`config.mk`:
```
export PLATFORM = sky130hd
export DESIGN_NAME = acs_uart
export DESIGN_NICKNAME = d
export VERILOG_FILES = /design/src/verilog/acs_pkg.sv /design/src/verilog/acs_uart.sv
export SDC_FILE = /design/constraint.sdc
export NUM_CORES = 1
export LEC_CHECK = 0
export ABC_AREA = 1
export CAP_MARGIN = 30
export CORE_MARGIN = 1
export CORE_UTILIZATION = 50
export CTS_BUF_LIST = sky130_fd_sc_hd__clkbuf_16
export CTS_CLUSTER_DIAMETER = 30
export DETAILED_ROUTE_END_ITERATION = 6
export DONT_BUFFER_PORTS = 1
export GPL_TIMING_DRIVEN = 0
export PLACE_DENSITY = 0.69
export SLEW_MARGIN = 20
export SYNTH_ARGS = -nofsm -noshare
export SYNTH_HDL_FRONTEND = slang
export SYNTH_SLANG_ARGS = --single-unit
```
`constraint.sdc`:
```
create_clock -name core_clk -period 2.9 [get_ports core_clk]
set_input_delay 0.435 -clock core_clk [delete_from_list [all_inputs] [get_ports core_clk]]
set_output_delay 0.435 -clock core_clk [all_outputs]
set_load 0.01 [all_outputs]
```
`src/verilog/acs_pkg.sv`:
```
package acs_pkg;

  // register offsets
  localparam logic [2:0] A_DATA = 3'h0;
  localparam logic [2:0] A_IER  = 3'h1;
  localparam logic [2:0] A_IIR  = 3'h2;
  localparam logic [2:0] A_LCR  = 3'h3;
  localparam logic [2:0] A_MCR  = 3'h4;
  localparam logic [2:0] A_LSR  = 3'h5;
  localparam logic [2:0] A_MSR  = 3'h6;
  localparam logic [2:0] A_SCR  = 3'h7;

  // field positions
  localparam int LCR_STB   = 2;
  localparam int LCR_PEN   = 3;
  localparam int LCR_EPS   = 4;
  localparam int LCR_STICK = 5;
  localparam int LCR_BRK   = 6;
  localparam int LCR_DIVISOR_ACCESS_BIT  = 7;
  localparam int MCR_LOOP  = 4;

  // values after reset
  localparam logic [15:0] RST_DIV = 16'h000C;
  localparam logic [7:0]  RST_LCR = 8'h03;
  localparam logic [4:0]  RST_MCR = 5'h00;
  localparam logic [3:0]  RST_IER = 4'h0;

  // cycle counts, in 16x ticks, and the word length base
  localparam logic [5:0] TK_BIT  = 6'h10;
  localparam logic [5:0] TK_ST15 = 6'h18;
  localparam logic [5:0] TK_ST2  = 6'h20;
  localparam logic [3:0] RX_MID  = 4'h7;
  localparam logic [3:0] RX_LAST = 4'hF;
  localparam logic [3:0] WL_BASE = 4'h5;

  // interrupt source codes
  localparam logic [1:0] ID_LS  = 2'h3;
  localparam logic [1:0] ID_RDA = 2'h2;
  localparam logic [1:0] ID_THR = 2'h1;
  localparam logic [1:0] ID_MS  = 2'h0;

  typedef enum logic [2:0] {TX_IDLE, TX_START, TX_DATA, TX_PAR, TX_STOP} acs_tx_e;
  typedef enum logic [2:0] {RX_IDLE, RX_START, RX_DATA, RX_PAR, RX_STOP, RX_MARK} acs_rx_e;

  typedef struct packed {
    logic [2:0] addr;
    logic [7:0] wdata;
    logic       wr;
    logic       rd;
  } acs_req_s;

  typedef struct packed {
    logic cts;
    logic dsr;
    logic ri;
    logic dcd;
  } acs_modem_s;

  typedef struct packed {
    logic dtr;
    logic rts;
    logic out1;
    logic out2;
  } acs_mctl_s;

  // parity bit for the data bits selected by the word length
  function automatic logic par_of(input logic [7:0] d, input logic [7:0] line_control);
    logic [7:0] m;
    m = 8'hFF >> (2'h3 - line_control[1:0]);
    par_of = line_control[LCR_STICK] ? ~line_control[LCR_EPS] : (line_control[LCR_EPS] ? ^(d & m) : ~^(d & m));
  endfunction

endpackage

```
`src/verilog/acs_uart.sv`:
```
// Our own choice: the strobed register port.
`timescale 1ns/100ps

module acs_uart
  import acs_pkg::*;
(
  // clock and reset
  input  wire logic       core_clk,
  input  wire logic       rst,
  // register port
  input  wire acs_req_s   bus_req,
  output logic [7:0]      reg_rdata,
  // serial pins
  input  wire logic       sin,
  output logic            sout,
  // modem pins, active low
  input  wire acs_modem_s modem_in_n,
  output acs_mctl_s       modem_out_n,
  // interrupt request
  output logic            irq
);

  logic [15:0] div_r;
  logic [7:0]  lcr_r;
  logic [4:0]  mcr_r;
  logic [3:0]  ier_r;
  logic [7:0]  scr_r;
  logic [7:0]  thr_r;
  logic [7:0]  rbr_r;
  logic        tx_holding_empty_r;
  logic        dr_r;
  logic [3:0]  err_r;
  logic [3:0]  delta_r;
  logic [7:0]  rdata_r;
  logic        irq_r;
  logic        sout_r;
  acs_mctl_s   mout_r;

  logic [15:0] bcnt_r;
  logic        tick;
  logic        divisor_access_bit;
  logic        loop;
  logic [3:0]  nbits;

  logic        sin_s1_r;
  logic        sin_s2_r;
  acs_modem_s  mdm_s1_r;
  acs_modem_s  mdm_s2_r;
  acs_modem_s  ms_now;
  acs_modem_s  ms_prev_r;

  acs_tx_e     tx_st_r;
  logic [5:0]  tsub_r;
  logic [3:0]  tbit_r;
  logic [7:0]  tsh_r;
  logic        tpar_r;
  logic        tx_line_r;
  logic        lb_line;
  logic [5:0]  stop_len;

  acs_rx_e     rx_st_r;
  logic [3:0]  rsub_r;
  logic [3:0]  rbit_r;
  logic [7:0]  rsh_r;
  logic        rpar_r;
  logic        rx_in;
  logic        rx_done;
  logic [7:0]  rdat;
  logic [3:0]  err_set;
  logic [3:0]  chg;

  logic        rd_rbr;
  logic        rd_lsr;
  logic        rd_msr;
  logic        wr_thr;
  logic [7:0]  lsr_w;
  logic [7:0]  msr_w;
  logic [7:0]  iir_w;
  logic [7:0]  rd_mux;
  logic        pend;
  logic [1:0]  iid;
  logic        temt;

  assign divisor_access_bit  = lcr_r[LCR_DIVISOR_ACCESS_BIT];
  assign loop  = mcr_r[MCR_LOOP];
  assign nbits = WL_BASE + {2'h0, lcr_r[1:0]};

  assign rd_rbr = bus_req.rd && bus_req.addr == A_DATA && !divisor_access_bit;
  assign rd_lsr = bus_req.rd && bus_req.addr == A_LSR;
  assign rd_msr = bus_req.rd && bus_req.addr == A_MSR;
  assign wr_thr = bus_req.wr && bus_req.addr == A_DATA && !divisor_access_bit;

  // pin synchronisers
  always_ff @(posedge core_clk) begin
    if (rst) begin
      sin_s1_r <= 1'b1;
      sin_s2_r <= 1'b1;
      mdm_s1_r <= 4'hF;
      mdm_s2_r <= 4'hF;
    end else begin
      sin_s1_r <= sin;
      sin_s2_r <= sin_s1_r;
      mdm_s1_r <= modem_in_n;
      mdm_s2_r <= mdm_s1_r;
    end
  end

  // register writes
  always_ff @(posedge core_clk) begin
    if (rst) begin
      div_r <= RST_DIV;
      lcr_r <= RST_LCR;
      mcr_r <= RST_MCR;
      ier_r <= RST_IER;
      scr_r <= 8'h00;
      thr_r <= 8'h00;
    end else if (bus_req.wr) begin
      case (bus_req.addr)
        A_DATA: begin
          if (divisor_access_bit)
            div_r[7:0] <= bus_req.wdata;
          else
            thr_r <= bus_req.wdata;
        end
        A_IER: begin
          if (divisor_access_bit)
            div_r[15:8] <= bus_req.wdata;
          else
            ier_r <= bus_req.wdata[3:0];
        end
        A_LCR: lcr_r <= bus_req.wdata;
        A_MCR: mcr_r <= bus_req.wdata[4:0];
        A_SCR: scr_r <= bus_req.wdata;
        default: ;
      endcase
    end
  end

  // 16x tick from the divisor
  assign tick = bcnt_r >= div_r - 16'h0001;

  always_ff @(posedge core_clk) begin
    if (rst)
      bcnt_r <= 16'h0000;
    else if (tick)
      bcnt_r <= 16'h0000;
    else
      bcnt_r <= bcnt_r + 16'h0001;
  end

  // transmitter
  assign stop_len = !lcr_r[LCR_STB] ? TK_BIT :
                    (lcr_r[1:0] == 2'h0 ? TK_ST15 : TK_ST2);

  always_ff @(posedge core_clk) begin
    if (rst) begin
      tx_st_r   <= TX_IDLE;
      tsub_r    <= 6'h00;
      tbit_r    <= 4'h0;
      tsh_r     <= 8'h00;
      tpar_r    <= 1'b0;
      tx_line_r <= 1'b1;
    end else begin
      unique case (tx_st_r)
        TX_IDLE: begin
          if (!tx_holding_empty_r) begin
            tsh_r     <= thr_r;
            tpar_r    <= par_of(thr_r, lcr_r);
            tx_st_r   <= TX_START;
            tsub_r    <= 6'h00;
            tx_line_r <= 1'b0;
          end
        end
        TX_START, TX_DATA, TX_PAR: begin
          if (tick) begin
            tsub_r <= tsub_r + 6'h01;
            if (tsub_r == TK_BIT - 6'h01) begin
              tsub_r <= 6'h00;
              if (tx_st_r == TX_START) begin
                tx_st_r   <= TX_DATA;
                tbit_r    <= 4'h0;
                tx_line_r <= tsh_r[0];
              end else if (tx_st_r == TX_DATA && tbit_r != nbits - 4'h1) begin
                tbit_r    <= tbit_r + 4'h1;
                tsh_r     <= {1'b0, tsh_r[7:1]};
                tx_line_r <= tsh_r[1];
              end else if (tx_st_r == TX_DATA && lcr_r[LCR_PEN]) begin
                tx_st_r   <= TX_PAR;
                tx_line_r <= tpar_r;
              end else begin
                tx_st_r   <= TX_STOP;
                tx_line_r <= 1'b1;
              end
            end
          end
        end
        TX_STOP: begin
          if (tick) begin
            tsub_r <= tsub_r + 6'h01;
            if (tsub_r == stop_len - 6'h01) begin
              tsub_r  <= 6'h00;
              tx_st_r <= TX_IDLE;
            end
          end
        end
      endcase
    end
  end

  // holding register empty flag
  always_ff @(posedge core_clk) begin
    if (rst)
      tx_holding_empty_r <= 1'b1;
    else if (wr_thr)
      tx_holding_empty_r <= 1'b0;
    else if (tx_st_r == TX_IDLE)
      tx_holding_empty_r <= 1'b1;
  end

  assign temt    = tx_holding_empty_r && tx_st_r == TX_IDLE;
  assign lb_line = lcr_r[LCR_BRK] ? 1'b0 : tx_line_r;

  // serial and modem outputs
  always_ff @(posedge core_clk) begin
    if (rst) begin
      sout_r <= 1'b1;
      mout_r <= 4'hF;
    end else begin
      sout_r <= loop ? 1'b1 : lb_line;
      mout_r <= loop ? 4'hF : ~{mcr_r[0], mcr_r[1], mcr_r[2], mcr_r[3]};
    end
  end

  // receiver
  assign rx_in   = loop ? lb_line : sin_s2_r;
  assign rx_done = rx_st_r == RX_STOP && tick && rsub_r == RX_LAST;
  assign rdat    = rsh_r >> (4'h8 - nbits);

  always_ff @(posedge core_clk) begin
    if (rst) begin
      rx_st_r <= RX_IDLE;
      rsub_r  <= 4'h0;
      rbit_r  <= 4'h0;
      rsh_r   <= 8'h00;
      rpar_r  <= 1'b0;
    end else begin
      unique case (rx_st_r)
        RX_IDLE: begin
          rsub_r <= 4'h0;
          if (!rx_in)
            rx_st_r <= RX_START;
        end
        RX_START: begin
          if (tick) begin
            rsub_r <= rsub_r + 4'h1;
            if (rsub_r == RX_MID) begin
              rsub_r  <= 4'h0;
              rbit_r  <= 4'h0;
              rx_st_r <= rx_in ? RX_IDLE : RX_DATA;
            end
          end
        end
        RX_DATA: begin
          if (tick) begin
            rsub_r <= rsub_r + 4'h1;
            if (rsub_r == RX_LAST) begin
              rsh_r  <= {rx_in, rsh_r[7:1]};
              rbit_r <= rbit_r + 4'h1;
              if (rbit_r == nbits - 4'h1)
                rx_st_r <= lcr_r[LCR_PEN] ? RX_PAR : RX_STOP;
            end
          end
        end
        RX_PAR: begin
          if (tick) begin
            rsub_r <= rsub_r + 4'h1;
            if (rsub_r == RX_LAST) begin
              rpar_r  <= rx_in;
              rx_st_r <= RX_STOP;
            end
          end
        end
        RX_STOP: begin
          if (tick) begin
            rsub_r <= rsub_r + 4'h1;
            if (rsub_r == RX_LAST)
              rx_st_r <= rx_in ? RX_IDLE : RX_MARK;
          end
        end
        RX_MARK: begin
          if (rx_in)
            rx_st_r <= RX_IDLE;
        end
      endcase
    end
  end

  // line status: {break, framing, parity, overrun}
  assign err_set[0] = rx_done && dr_r;
  assign err_set[1] = rx_done && lcr_r[LCR_PEN] && rpar_r != par_of(rdat, lcr_r);
  assign err_set[2] = rx_done && !rx_in;
  assign err_set[3] = rx_done && !rx_in && rdat == 8'h00 && !(lcr_r[LCR_PEN] && rpar_r);

  always_ff @(posedge core_clk) begin
    if (rst) begin
      rbr_r <= 8'h00;
      dr_r  <= 1'b0;
      err_r <= 4'h0;
    end else begin
      if (rx_done)
        rbr_r <= rdat;
      dr_r  <= rx_done || (dr_r && !rd_rbr);
      err_r <= err_set | (rd_lsr ? 4'h0 : err_r);
    end
  end

  assign lsr_w = {1'b0, temt, tx_holding_empty_r, err_r, dr_r};

  // modem status
  assign ms_now = loop ? {mcr_r[1], mcr_r[0], mcr_r[2], mcr_r[3]} : ~mdm_s2_r;

  assign chg = {ms_prev_r.dcd ^ ms_now.dcd,
                ms_prev_r.ri && !ms_now.ri,
                ms_prev_r.dsr ^ ms_now.dsr,
                ms_prev_r.cts ^ ms_now.cts};

  always_ff @(posedge core_clk) begin
    if (rst) begin
      ms_prev_r <= 4'h0;
      delta_r   <= 4'h0;
    end else begin
      ms_prev_r <= ms_now;
      delta_r   <= chg | (rd_msr ? 4'h0 : delta_r);
    end
  end

  assign msr_w = {ms_now.dcd, ms_now.ri, ms_now.dsr, ms_now.cts, delta_r};

  // interrupt identification
  always_comb begin
    pend = 1'b1;
    iid  = ID_MS;
    if (ier_r[2] && err_r != 4'h0)
      iid = ID_LS;
    else if (ier_r[0] && dr_r)
      iid = ID_RDA;
    else if (ier_r[1] && tx_holding_empty_r)
      iid = ID_THR;
    else if (ier_r[3] && delta_r != 4'h0)
      iid = ID_MS;
    else
      pend = 1'b0;
  end

  assign iir_w = {5'h00, iid, ~pend};

  // read data, valid for one cycle
  always_comb begin
    rd_mux = 8'h00;
    case (bus_req.addr)
      A_DATA: rd_mux = divisor_access_bit ? div_r[7:0] : rbr_r;
      A_IER:  rd_mux = divisor_access_bit ? div_r[15:8] : {4'h0, ier_r};
      A_IIR:  rd_mux = iir_w;
      A_LCR:  rd_mux = lcr_r;
      A_MCR:  rd_mux = {3'h0, mcr_r};
      A_LSR:  rd_mux = lsr_w;
      A_MSR:  rd_mux = msr_w;
      A_SCR:  rd_mux = scr_r;
      default: rd_mux = 8'h00;
    endcase
  end

  always_ff @(posedge core_clk) begin
    if (rst) begin
      rdata_r <= 8'h00;
      irq_r   <= 1'b0;
    end else begin
      rdata_r <= bus_req.rd ? rd_mux : 8'h00;
      irq_r   <= pend;
    end
  end

  assign reg_rdata   = rdata_r;
  assign sout        = sout_r;
  assign modem_out_n = mout_r;
  assign irq         = irq_r;
endmodule

```
# == After elaboration in Yosys (flattened, before gate mapping) ==
# Cells that the tools add are included.
# totals
reg_bits,154
elab_cells,262
output_inout_bits,14
in_bits,20
# classes
eq_ne,43
n_bitwise,14
n_shift,2
n_lt_le_gt_ge,1
n_reduce_logical,69
add_sub_neg,11
muxes,77
# op_table
operator,n
$pmux W8 S8,1
$mux W3,21
$mux W8,7
$mux W4,12
$mux W6,7
$ne A2 B2 Y1 const B,17
$logic_and A1 B1 Y1,24
$reduce_and A3 Y1,8
$eq A3 B3 Y1 const B,7
$mux W1,19
$eq A3 B2 Y1 const B,6
$pmux W3 S6,1
$pmux W6 S3,1
$add A16 B1 Y16 const B,1
$and A8 B8 Y8,2
$ge A16 B16 Y1,1
$pmux W8 S2,1
$reduce_xnor A8 Y1,2
$reduce_xor A8 Y1,2
$sub A16 B1 Y16 const B,1
$add A4 B1 Y4 const B,3
$pmux W4 S3,1
$reduce_and A6 Y1,2
$reduce_and A11 Y1,1
other kinds (39),69

# == Logic depth before layout (Yosys ltp) ==
# Gate-level depths: netlist of the first run.
# depth
ltp_word,10
ltp_mapped,23
mapped_depth_nobuf,23

# == Worst setup path after synthesis of the first run ==
# No wires, ideal clock.
# synth_path
path_type,flip-flop to flip-flop
from,register div_r[0]
to,register tsh_r[7]
setup_time_ns,0.114
required_time_ns,2.786
n_path_buf,1
slack_ns,-0.031
period_less_slack_ns,2.931
t_arrival_ns,2.818
path_stages_with_launch,22
cell_sequence,dfxtp_1 inv_1 ha_1 nand2_1 nor3_1 nand4_1 nor3_1 xor2_1 inv_1 ha_1 nand2_1 inv_2 nand3_1 nor2_1 nand3_1 nand3_2 inv_2 nand2_1 nand3_4 buf_6 a21oi_1 nor2_1
# synth_between
elab_chain_len,4
# synth_rtl
element,line,text
"start, declared",acs_uart.sv:23,logic [15:0] div_r;
"start signal, assigned",acs_uart.sv:121,div_r[7:0] <= bus_req.wdata;
$sub A16 B1 Y16,acs_uart.sv:140,assign tick = bcnt_r >= div_r - 16'h0001;
$ge A16 B16 Y1,acs_uart.sv:140,
$ne A2 B2 Y1 (no source line),-,
$reduce_and A6 Y1 (no source line),-,
"end signal, assigned",acs_uart.sv:167,tsh_r <= thr_r;
"end signal, assigned",acs_uart.sv:185,"tsh_r <= {1'b0, tsh_r[7:1]};"
"end, declared",acs_uart.sv:55,logic [7:0] tsh_r;
# Every way passes these cells.
# A chain may end at the register's enable or synchronous reset.

# == Final worst setup path of the first run ==
# layout_path
from,register div_r[2]
to,register rbr_r[7]
# layout_between
elab_chain_len,4
# layout_rtl
element,line,text
$sub A16 B1 Y16,acs_uart.sv:140,
$ge A16 B16 Y1,acs_uart.sv:140,
$logic_and A1 B1 Y1 (2 in a row),acs_uart.sv:236,assign rx_done = rx_st_r == RX_STOP && tick && rsub_r == RX_LAST;
"end signal, assigned",acs_uart.sv:311,rbr_r <= rdat;
"end, declared",acs_uart.sv:29,logic [7:0] rbr_r;
# Every way passes these cells.

==> flow_metrics.py, run 1 <==
metrics = {
    "setup_path": {
        "slowest_delay_ns": 0.36,
        "cp_slowest_cell": "dfxtp_4",
        "reg2regPathDepth": 23,
        "path_class": "reg -> reg",
        "cp.depth": 23,
        "arrival_ns": 3.58,
        "crit_chain": "nor2_2 -> nand2_1 -> nor3_2 -> buf_4 -> buf_4 -> buf_4 -> buf_4 -> buf_4 -> buf_4 -> nand3_2 -> xor2_1 -> ha_1 -> nand2_1 -> nand2_1 -> nand2_1 -> a21oi_2 -> nor2_4 -> nand3_4 -> nand2_4 -> nor2_4 -> buf_12 -> o21ai_0 -> a21oi_1",
        "required_ns": 3.27,
        "r2r_slack_ns": -0.31,
        "cp-start-kind": "flop",
        "cpLargestDelayFamily": "simple AND/OR/NAND/NOR gates",
        "r2r-end": "rbr_r[7]$_SDFFE_PP0N_",
        "cp-startpoint": "div_r[2]$_SDFFE_PP1P_",
        "critPathBufInv": 7,
        "reg2reg_from": "div_r[2]$_SDFFE_PP1P_",
        "endpoint": "rbr_r[7]$_SDFFE_PP0N_",
        "cp-end-kind": "flop",
        "critPathMaxFanout": 5,
        "crit_top_cell": "buf_4",
    },
    "outcome": {
        "status": "complete, but fails checks",
        "violations": "negative setup slack",
    },
    "final_layout": {
        "final_common_cell": "nand2_1",
        "ff_latch_area_mm2": 0.003088,
        "drive_gt1_share_pct": 17.83,
        "n_fill_cell": 1395,
        "multiInputGateArea_mm2": 0.004673,
        "nets": 1240,
        "final_design_area_no_fill_mm2": 0.009622,
        "final_cell_mix": "nand2_1 (219), dfxtp_1 (152), nor2_1 (141)",
        "syn_to_final_growth_pct": 20.16,
        "antennaDiodeCount": 0,
    },
    "clocking": {
        "cts_tree": "built",
        "cts_root_buf": "clkbuf_16",
        "cts.sinks": 154,
        "cts_buffers": 17,
        "clock_path_buffers": 2,
        "cts.clk_slew.worst_paths_ns": 0.07,
        "hold_buffers": 0,
        "cts_htree_levels": 4,
        "clk_latency_ns": 0.44,
    },
    "global_route": {
        "grtUsageMet1_pct": 34.93,
        "busiest_layer": "met2",
        "globalRouteMet2Util_pct": 44.80,
        "grt_pass1_vias": 6775,
        "grt_max_degree": 18,
        "overflow": 0,
        "grt_util_met3_pct": 5.031,
        "grt_use_total_pct": 26.89,
        "antenna_found_initial": 0,
        "grt_pass1_wl_mm": 34.00,
    },
    "floorplan": {
        "die_area_mm2": 0.01653,
        "core_area_mm2": 0.01543,
        "start_util_pct": 51.91,
        "die_width_um": 128.6,
        "rows": 45,
        "io_pins": 34,
        "die_h_um": 128.6,
    },
    "sta": {
        "slew_viol_final": 0,
        "maxClockFrequency_mhz": 311.4,
        "min_period_over_period_pct": 110.7,
        "tightest_slew_ns": 0.7384,
        "setup_ws_ns": -0.3117,
        "hold_viol": 0,
        "rsz0062_at_grt": "yes",
        "fin_crit_ns": 3.212,
        "relSlewSlack_pct": 50.77,
        "setup_viol": 71,
        "timing.hold.ws_ns": 0.09464,
        "clock-skew-final_ns": 0.01084,
    },
    "routing": {
        "remaining_drc_errors": 0,
        "via_per_inst": 5.335,
        "drt_iter0_markers": 576,
        "routed_wirelength_mm": 22.02,
        "routedWlPerCell_um": 15.54,
        "drtAntennaViolNets": 0,
        "via_count": 7559,
        "drtPass1Iterations": 5,
    },
    "synthesis": {
        "yosysWarningCount": 0,
        "syn_area_mm2": 0.008008,
        "yosysSeqAreaShare_pct": 38.50,
        "syn_nets": 1188,
        "yosysUniqueCellTypes": 51,
        "synthFlopType": "dfxtp_1",
        "netlist_instances": 1141,
        "ys_ff_latch": 154,
        "syn_area_per_cell_um2": 7.018,
        "async_reset_ff_share_pct": 0,
        "synth-edff-count": 0,
    },
    "pwr": {
        "p_leak_nw": 4.052,
        "power_density_mw_per_mm2": 622.6,
        "ir_drop_mv": 0.5130,
        "totalPowerFinal_w": 0.005990,
    },
    "placement": {
        "routabilityCongestion": 0.9810,
        "pre_cts_ws_ns": -0.5596,
        "place_area_mm2": 0.008277,
        "port_buffers": 0,
        "dp_hpwl_mm": 15.27,
    },
    "min_path": {
        "hp-class": "in -> reg",
    },
    "run": {
        "maxCapViolCount": 0,
    },
}
[what timing repair did]
item,CTS,global route
gates cloned,3,2
endpoints found under the setup margin,71,71
setup buffers,23,5
resized for setup,62,80
pin swaps,19,32
[how the worst min path moves through the flow]
stage                     startpoint                   endpoint  slack [ns]  depth (start not counted)
2_1_floorplan  mcr_r[3]$_SDFFE_PP0P_  modem_out_n[0]$_SDFF_PP1_        0.38                          1
3_3_place_gp   mcr_r[1]$_SDFFE_PP0P_  modem_out_n[2]$_SDFF_PP1_        0.40                          1
3_5_place_dp   mcr_r[2]$_SDFFE_PP0P_  modem_out_n[1]$_SDFF_PP1_        0.40                          1
4_1_cts                          sin        sin_s1_r$_SDFF_PP1_        0.09                          1
5_1_grt                          sin        sin_s1_r$_SDFF_PP1_        0.09                          1
6_report                         sin        sin_s1_r$_SDFF_PP1_        0.09                          1
[power breakdown]
part	switching (W)	internal [W]	total (W)	leakage, nW
Combinational	0.000906	0.000464	0.00137	2.51
Clock	0.00104	0.00124	0.00227	0.288
Sequential	0.000113	0.00223	0.00234	1.25
[worst reg2reg max path, stage by stage (launching register included)]
cell     delay [ns]
dfxtp_4        0.36
nor2_2         0.10
nand2_1        0.09
nor3_2         0.17
buf_4          0.15
buf_4          0.09
buf_4          0.09
buf_4          0.09
buf_4          0.09
buf_4          0.11
nand3_2        0.06
xor2_1         0.16
ha_1           0.32
nand2_1        0.06
nand2_1        0.05
nand2_1        0.06
a21oi_2        0.19
nor2_4         0.06
nand3_4        0.14
nand2_4        0.11
nor2_4         0.21
buf_12         0.15
o21ai_0        0.07
a21oi_1        0.17
[cell type report]
class	instances	share of cell area, %
Buffer	28	1.638
Inverter	142	5.696
Timing Repair Buffer	32	3.056
Tap cell	211	2.744
Multi-Input combinational cell	818	48.57
Clock inverter	15	1.782
Clock buffer	17	4.421
Sequential cell	154	32.09
[kinds of logic (layout without fill, tap and decap cells)]
group / after synthesis / count (layout) / share of synthesized area, %
simple gates: 509 / 510 / 28.19
compound gates: 244 / 244 / 16.61
buf+inv: 170 / 234 / 8.437
flops: 154 / 154 / 38.50
xor+xnor: 37 / 37 / 4.047
fa+ha+maj: 27 / 27 / 4.219
[per-layer routing]
layer	vias to the layer above	wire [µm]
met3	37	1294
met2	230	10360
met4	0	428
met5	-	0
met1	3459	9933
li1	3833	-
[synth_stat cells (3+ instances only)]
master / number / area [µm²]
nand2_1: 230 / 863.3
nor2_1: 163 / 611.8
dfxtp_1: 154 / 3083
inv_1: 127 / 476.7
o21ai_0: 112 / 560.5
a21oi_1: 84 / 420.4
nand3_1: 38 / 190.2
ha_1: 27 / 337.8
xor2_1: 22 / 192.7
clkbuf_1: 18 / 67.56
xnor2_1: 15 / 131.4
nor3_1: 14 / 70.07
or2_2: 13 / 81.33
inv_2: 12 / 45.04
o21ai_1: 10 / 50.05
nand4_1: 9 / 56.30
o22ai_1: 9 / 56.30
nor2_2: 8 / 50.05
a221oi_1: 5 / 43.79
nand2_2: 5 / 31.28
a211oi_1: 4 / 30.03
a22oi_1: 4 / 30.03
a31oi_1: 4 / 25.02
buf_2: 4 / 20.02
nand3_2: 4 / 40.04
buf_6: 3 / 33.78
nor2_4: 3 / 33.78
nor3_2: 3 / 30.03
nor3b_1: 3 / 22.52
nor4_1: 3 / 18.77
or2_0: 3 / 18.77
[registers in the layout (all words and copies together), names as in the netlist, 5 cells and up]
register and count:
thr_r 8, mcr_r 5, rsh_r 8, bcnt_r 16
scr_r 8, div_r 16, tsub_r 6, rbr_r 8
reg_rdata 8, tsh_r 8, lcr_r 8
[through the flow]
stage	instances	utilization (%)	TNS [ns]
global route	1417	62.37	-26.30
floorplan	1141	-	0
CTS	1410	59.93	-9.816
detailed placement	1352	53.65	-29.84
global placement	1352	53.65	-26.70
finish	1417	62.37	-13.70
No activity file was read; power rests on OpenSTA's default activity.
==> run 2: changes to the inputs <==
BUFFER_PORTS_ARGS = -buffer_cell sky130_fd_sc_hd__buf_2   (was unset)
DONT_BUFFER_PORTS = unset   (was 1)
PLACE_DENSITY = 0.7   (was 0.69)
SLEW_MARGIN = 10   (was 20)
==> flow_metrics.py, run 2 (synthesized netlist as in run 1, its figures left out) <==
metrics = {
    "setup_path": {
        "cp-start-kind": "flop",
        "reg2regPathDepth": 21,
        "critPathMaxFanout": 5,
        "reg2reg_from": "div_r[1]$_SDFFE_PP0P_",
        "path_class": "reg -> reg",
        "r2r_slack_ns": -0.23,
        "cp-end-kind": "flop",
        "arrival_ns": 3.44,
        "r2r-end": "rsh_r[7]$_SDFFE_PP0P_",
        "required_ns": 3.22,
    },
    "floorplan": {
        "core_area_mm2": 0.01543,
        "die_h_um": 128.6,
        "rows": 45,
        "die_area_mm2": 0.01653,
        "die_width_um": 128.6,
        "start_util_pct": 51.91,
        "io_pins": 34,
    },
    "routing": {
        "remaining_drc_errors": 0,
        "routedWlPerCell_um": 15.47,
        "drt_iter0_markers": 616,
        "routed_wirelength_mm": 22.54,
        "via_per_inst": 5.312,
        "via_count": 7740,
        "drtPass1Iterations": 5,
        "drtAntennaViolNets": 0,
    },
    "global_route": {
        "antenna_found_initial": 0,
        "grt_pass1_vias": 6950,
        "grt_pass1_wl_mm": 34.91,
        "overflow": 0,
        "grt_use_total_pct": 27.35,
        "grt_util_met3_pct": 5.489,
        "grtUsageMet1_pct": 35.70,
        "grt_max_degree": 19,
        "busiest_layer": "met2",
        "globalRouteMet2Util_pct": 45.37,
    },
    "final_layout": {
        "multiInputGateArea_mm2": 0.004706,
        "nets": 1280,
        "finalNonFillerCells": 1457,
        "antennaDiodeCount": 0,
        "fin_util_pct": 64.18,
        "ff_latch_area_mm2": 0.003094,
        "reg_top3": "bcnt_r: 16 flops, div_r: 16 flops",
        "drive_gt1_share_pct": 21.19,
        "final_cell_mix": "nand2_1 (213), dfxtp_1 (149), nor2_1 (146)",
        "syn_to_final_growth_pct": 23.64,
        "final_common_cell": "nand2_1",
        "n_fill_cell": 1384,
    },
    "placement": {
        "dp_hpwl_mm": 15.38,
        "port_buffers": 32,
        "routabilityCongestion": 0.9660,
        "dp.cells": 1384,
        "pre_cts_ws_ns": -0.6954,
    },
    "clocking": {
        "clk_latency_ns": 0.44,
        "cts.clk_slew.worst_paths_ns": 0.08,
        "cts_htree_levels": 4,
        "cts_buffers": 17,
        "clock_path_buffers": 2,
        "cts_tree": "built",
        "hold_buffers": 0,
        "cts_root_buf": "clkbuf_16",
        "cts.sinks": 154,
    },
    "sta": {
        "fin_crit_ns": 3.126,
        "setup_viol": 69,
        "setup_ws_ns": -0.2261,
        "tightest_slew_ns": 0.8398,
        "rsz0062_at_grt": "yes",
        "clock-skew-final_ns": 0.01650,
        "min_period_over_period_pct": 107.8,
        "relSlewSlack_pct": 44.01,
        "timing.hold.ws_ns": 0.1756,
        "slew_viol_final": 0,
        "hold_viol": 0,
        "maxClockFrequency_mhz": 319.9,
    },
    "pwr": {
        "ir_drop_mv": 0.5828,
        "power_density_mw_per_mm2": 619.1,
        "p_leak_nw": 4.220,
    },
    "min_path": {
        "worstHoldPathCells": 2,
        "worstHoldEndpoint": "mdm_s1_r[3]$_SDFF_PP1_",
        "hp-class": "in -> reg",
        "hp-start": "modem_in_n[3]",
    },
    "run": {
        "maxCapViolCount": 0,
    },
    "outcome": {
        "violations": "negative setup slack",
        "status": "complete, but fails checks",
    },
}
-- run 2: cell types whose count changed in the layout (fill, tap and decap cells not counted), sizes merged --
cell      previous run  this run
buf                 41        82
clkinv               2         8
clkinvlp             3         0
inv                151       148
clkbuf              36        35
-- run 2: what timing repair did --
action / 4_1_cts / 5_1_grt
setup endpoints to repair: 71 / 71
pin swaps: 20 / 29
gates resized for setup: 97 / 73
buffers inserted: 21 / 16
cloned: 4 / 0
-- run 2: per-stage QoR --
stage | area [µm²] | setup TNS, ns | total power [W]
after floorplan | 8013 | 0 | 0.003247
after global placement | 8437 | -29.97 | 0.003496
after detailed placement | 8437 | -38.60 | 0.003518
after CTS | 9552 | -7.782 | 0.005981
after global routing | 9901 | -20.28 | 0.006395
final | 9901 | -8.197 | 0.006130
-- run 2: critical path, cell delays in order, from the launching register on --
cell and delay, ns:
dfxtp_4 0.37, inv_4 0.08, ha_4 0.15, nand2_4 0.06, nor3_4 0.16, nand4_1 0.21, nor3_2 0.18, xor2_1 0.17
inv_1 0.06, ha_1 0.28, nand2_2 0.05, inv_2 0.06, nand3_4 0.08, nor2_4 0.14, nand3_2 0.09, nand3_4 0.17
nand2_4 0.10, nor2_4 0.17, inv_2 0.09, buf_4 0.15, o21ai_2 0.15, a21oi_2 0.04
-- run 2: per-layer routing --
layer | vias to the layer above | wire [µm]
li1 | 3896 | -
met1 | 3565 | 10130
met2 | 247 | 10620
met3 | 32 | 1377
met4 | 0 | 418
met5 | - | 0
-- run 2: how the worst max path moves through the flow --
stage                                      from                     end  slack (ns)  cells past startpoint
after CTS                 div_r[0]$_SDFFE_PP0P_  rbit_r[2]$_SDFFE_PP0P_       -0.20                     20
after global routing      div_r[1]$_SDFFE_PP0P_   rsh_r[7]$_SDFFE_PP0P_       -0.40                     21
after global placement    div_r[0]$_SDFFE_PP0P_  tsub_r[2]$_SDFFE_PP0P_       -0.57                     21
after detailed placement  div_r[0]$_SDFFE_PP0P_   bcnt_r[14]$_SDFF_PP0_       -0.70                     20
after floorplan           div_r[2]$_SDFFE_PP1P_   tsh_r[7]$_SDFFE_PP0P_        0.07                     22
final                     div_r[1]$_SDFFE_PP0P_   rsh_r[7]$_SDFFE_PP0P_       -0.23                     21
-- run 2: cell type report --
type	instances	share of cell area, %
plain buffers	28	1.554
clock buffers	17	4.297
clock inverters	15	1.971
inverters	142	5.662
multi-input cells	818	47.53
flip-flops and latches	154	31.25
well taps	211	2.666
repair buffers	72	5.068
-- run 2: power breakdown --
group          internal, W  switching, W
Sequential         0.00223      0.000110
Combinational     0.000504      0.000962
Clock              0.00125       0.00108
Total              0.00398       0.00215
==> run 3: changes to the inputs <==
SETUP_SLACK_MARGIN = 0.2   (was unset)
==> flow_metrics.py, run 3 (synthesized netlist as in run 1, its figures left out) <==
metrics = {
    "outcome": {
        "status": "complete, but fails checks",
        "violations": "negative setup slack",
    },
    "setup_path": {
        "cp-end-kind": "flop",
        "cp_slowest_cell": "dfxtp_4",
        "reg2regPathDepth": 23,
        "path_class": "reg -> reg",
        "arrival_ns": 3.57,
        "crit_top_cell": "nand2_2",
        "critPathMaxFanout": 5,
        "cp-start-kind": "flop",
        "slowest_delay_ns": 0.36,
        "required_ns": 3.27,
        "crit_chain": "inv_4 -> ha_4 -> nand2_2 -> nor3_4 -> nand4_1 -> buf_4 -> nor2_2 -> xor2_1 -> inv_1 -> ha_4 -> nand2_1 -> inv_2 -> o21ai_2 -> nand2_2 -> nor2_4 -> nand3_4 -> buf_12 -> clkinv_8 -> nand2_8 -> nand3_4 -> buf_6 -> nand2_2 -> a21oi_2",
    },
    "pwr": {
        "ir_drop_mv": 0.4999,
        "p_leak_nw": 4.259,
        "comb_power_share_pct": 23.8,
        "power_frac_clock_pct": 36.5,
        "power_switching_w": 0.001993,
        "seqPwrFrac_pct": 39.7,
        "switching_share_pct": 33.78,
        "totalPowerFinal_w": 0.005900,
        "power_density_mw_per_mm2": 590.6,
        "p_int_w": 0.003907,
    },
    "global_route": {
        "overflow": 0,
        "antenna_found_initial": 0,
        "grt_max_degree": 17,
        "grt_use_total_pct": 27.47,
        "grt_pass1_vias": 6954,
        "grt_pass1_wl_mm": 34.76,
    },
    "final_layout": {
        "reg_top3": "bcnt_r: 16 flops, div_r: 16 flops",
        "n_fill_cell": 1394,
        "antennaDiodeCount": 0,
        "final_common_cell": "nand2_1",
        "syn_to_final_growth_pct": 24.77,
        "fin_util_pct": 64.76,
        "final_cell_mix": "nand2_1 (210), dfxtp_1 (150), nor2_1 (140)",
        "nets": 1281,
        "final_design_area_no_fill_mm2": 0.009991,
        "drive_gt1_share_pct": 22.77,
    },
    "sta": {
        "slew_viol_final": 0,
        "tightest_slew_ns": 0.8607,
        "setup_ws_ns": -0.3001,
        "maxClockFrequency_mhz": 312.5,
        "min_period_over_period_pct": 110.3,
        "timing.hold.ws_ns": 0.1808,
        "clock-skew-final_ns": 0.008264,
        "hold_viol": 0,
        "setup_viol": 71,
        "relSlewSlack_pct": 42.62,
        "rsz0062_at_grt": "yes",
        "fin_crit_ns": 3.200,
    },
    "floorplan": {
        "die_area_mm2": 0.01653,
        "rows": 45,
        "core_area_mm2": 0.01543,
        "die_width_um": 128.6,
        "start_util_pct": 51.91,
        "die_h_um": 128.6,
        "io_pins": 34,
    },
    "routing": {
        "via_per_inst": 5.395,
        "routed_wirelength_mm": 22.67,
        "remaining_drc_errors": 0,
        "routedWlPerCell_um": 15.55,
        "via_count": 7866,
        "drtAntennaViolNets": 0,
        "drtPass1Iterations": 6,
        "drt_iter0_markers": 597,
    },
    "placement": {
        "place_area_mm2": 0.008468,
        "pre_cts_ws_ns": -0.5535,
        "dp_hpwl_mm": 15.29,
        "port_buffers": 32,
        "routabilityCongestion": 0.9632,
    },
    "clocking": {
        "cts_tree": "built",
        "cts_buffers": 17,
        "cts.clk_slew.worst_paths_ns": 0.07,
        "clk_latency_ns": 0.44,
        "cts_root_buf": "clkbuf_16",
        "clock_path_buffers": 2,
        "cts_htree_levels": 4,
        "cts.sinks": 154,
    },
    "run": {
        "maxCapViolCount": 0,
    },
    "min_path": {
        "hp-class": "in -> reg",
        "worstHoldPathCells": 2,
    },
}
==> run 3: routing by layer <==
layer / share of wire [%] / GRT usage [%] / wire, µm / vias to the layer above
met5: 0 / 0 / 0 / -
met3: 6.9 / 5.239 / 1554 / 58
met4: 3.2 / 11.00 / 718 / 0
met1: 43 / 35.74 / 9806 / 3622
met2: 47 / 44.83 / 10590 / 276
li1: - / - / - / 3910
==> run 3: metrics by stage <==
stage	setup TNS (ns)	std cells
finish	-14.74	1458
global route	-29.18	1458
CTS	-7.956	1443
detailed placement	-26.00	1384
global placement	-22.77	1384
floorplan	0	1141
==> run 3: final cells by class <==
cell class	count	area, µm²	share of cell area (%)
inverters	142	560.5	5.611
repair buffers	73	558.0	5.585
multi-input cells	818	4790	47.94
clock inverters	15	142.6	1.428
well taps	211	264.0	2.642
clock buffers	17	425.4	4.258
plain buffers	28	157.7	1.578
flip-flops and latches	154	3093	30.96
==> run 3: worst paths after layout <==
| path | from | end | slack [ns] |
|---|---|---|---|
| worst min register to register | mdm_s1_r[3]$_SDFF_PP1_ | mdm_s2_r[3]$_SDFF_PP1_ | 0.41 |
| worst max-delay path | div_r[1]$_SDFFE_PP0P_ | tsh_r[0]$_SDFFE_PP0P_ | -0.30 |
| worst min-delay path | sin | sin_s1_r$_SDFF_PP1_ | 0.18 |
| worst max register to register | div_r[1]$_SDFFE_PP0P_ | tsh_r[0]$_SDFFE_PP0P_ | -0.30 |
==> run 3: critical path, delay by kind of cell, from the launching register on <==
kind,cells,cell delay (ns)
AND/OR/NAND/NOR,11,1.17
buffers and inverters,7,0.81
adder cells (fa/ha/maj),2,0.29
XOR/XNOR,1,0.15
AO/OA/AOI/OAI,2,0.32
flip-flops,1,0.36
==> run 3: repair_timing <==
action                                  CTS  global route
pin swaps                                22            37
setup buffers                            24            13
hold buffers                              0             0
gates resized for setup                  73           113
endpoints found under the setup margin   71            71
hold endpoints to repair                  0             0
gates cloned                              3             2
==> run 3: power by group through the flow <==
stage / registers (W) / clock network [W] / logic (W)
global placement: 0.00238 / 0 / 0.00114
detailed placement: 0.00238 / 0 / 0.00116
finish: 0.00235 / 0.00215 / 0.00140
floorplan: 0.00236 / 0 / 0.000912
global route: 0.00236 / 0.00226 / 0.00156
CTS: 0.00234 / 0.00217 / 0.00124
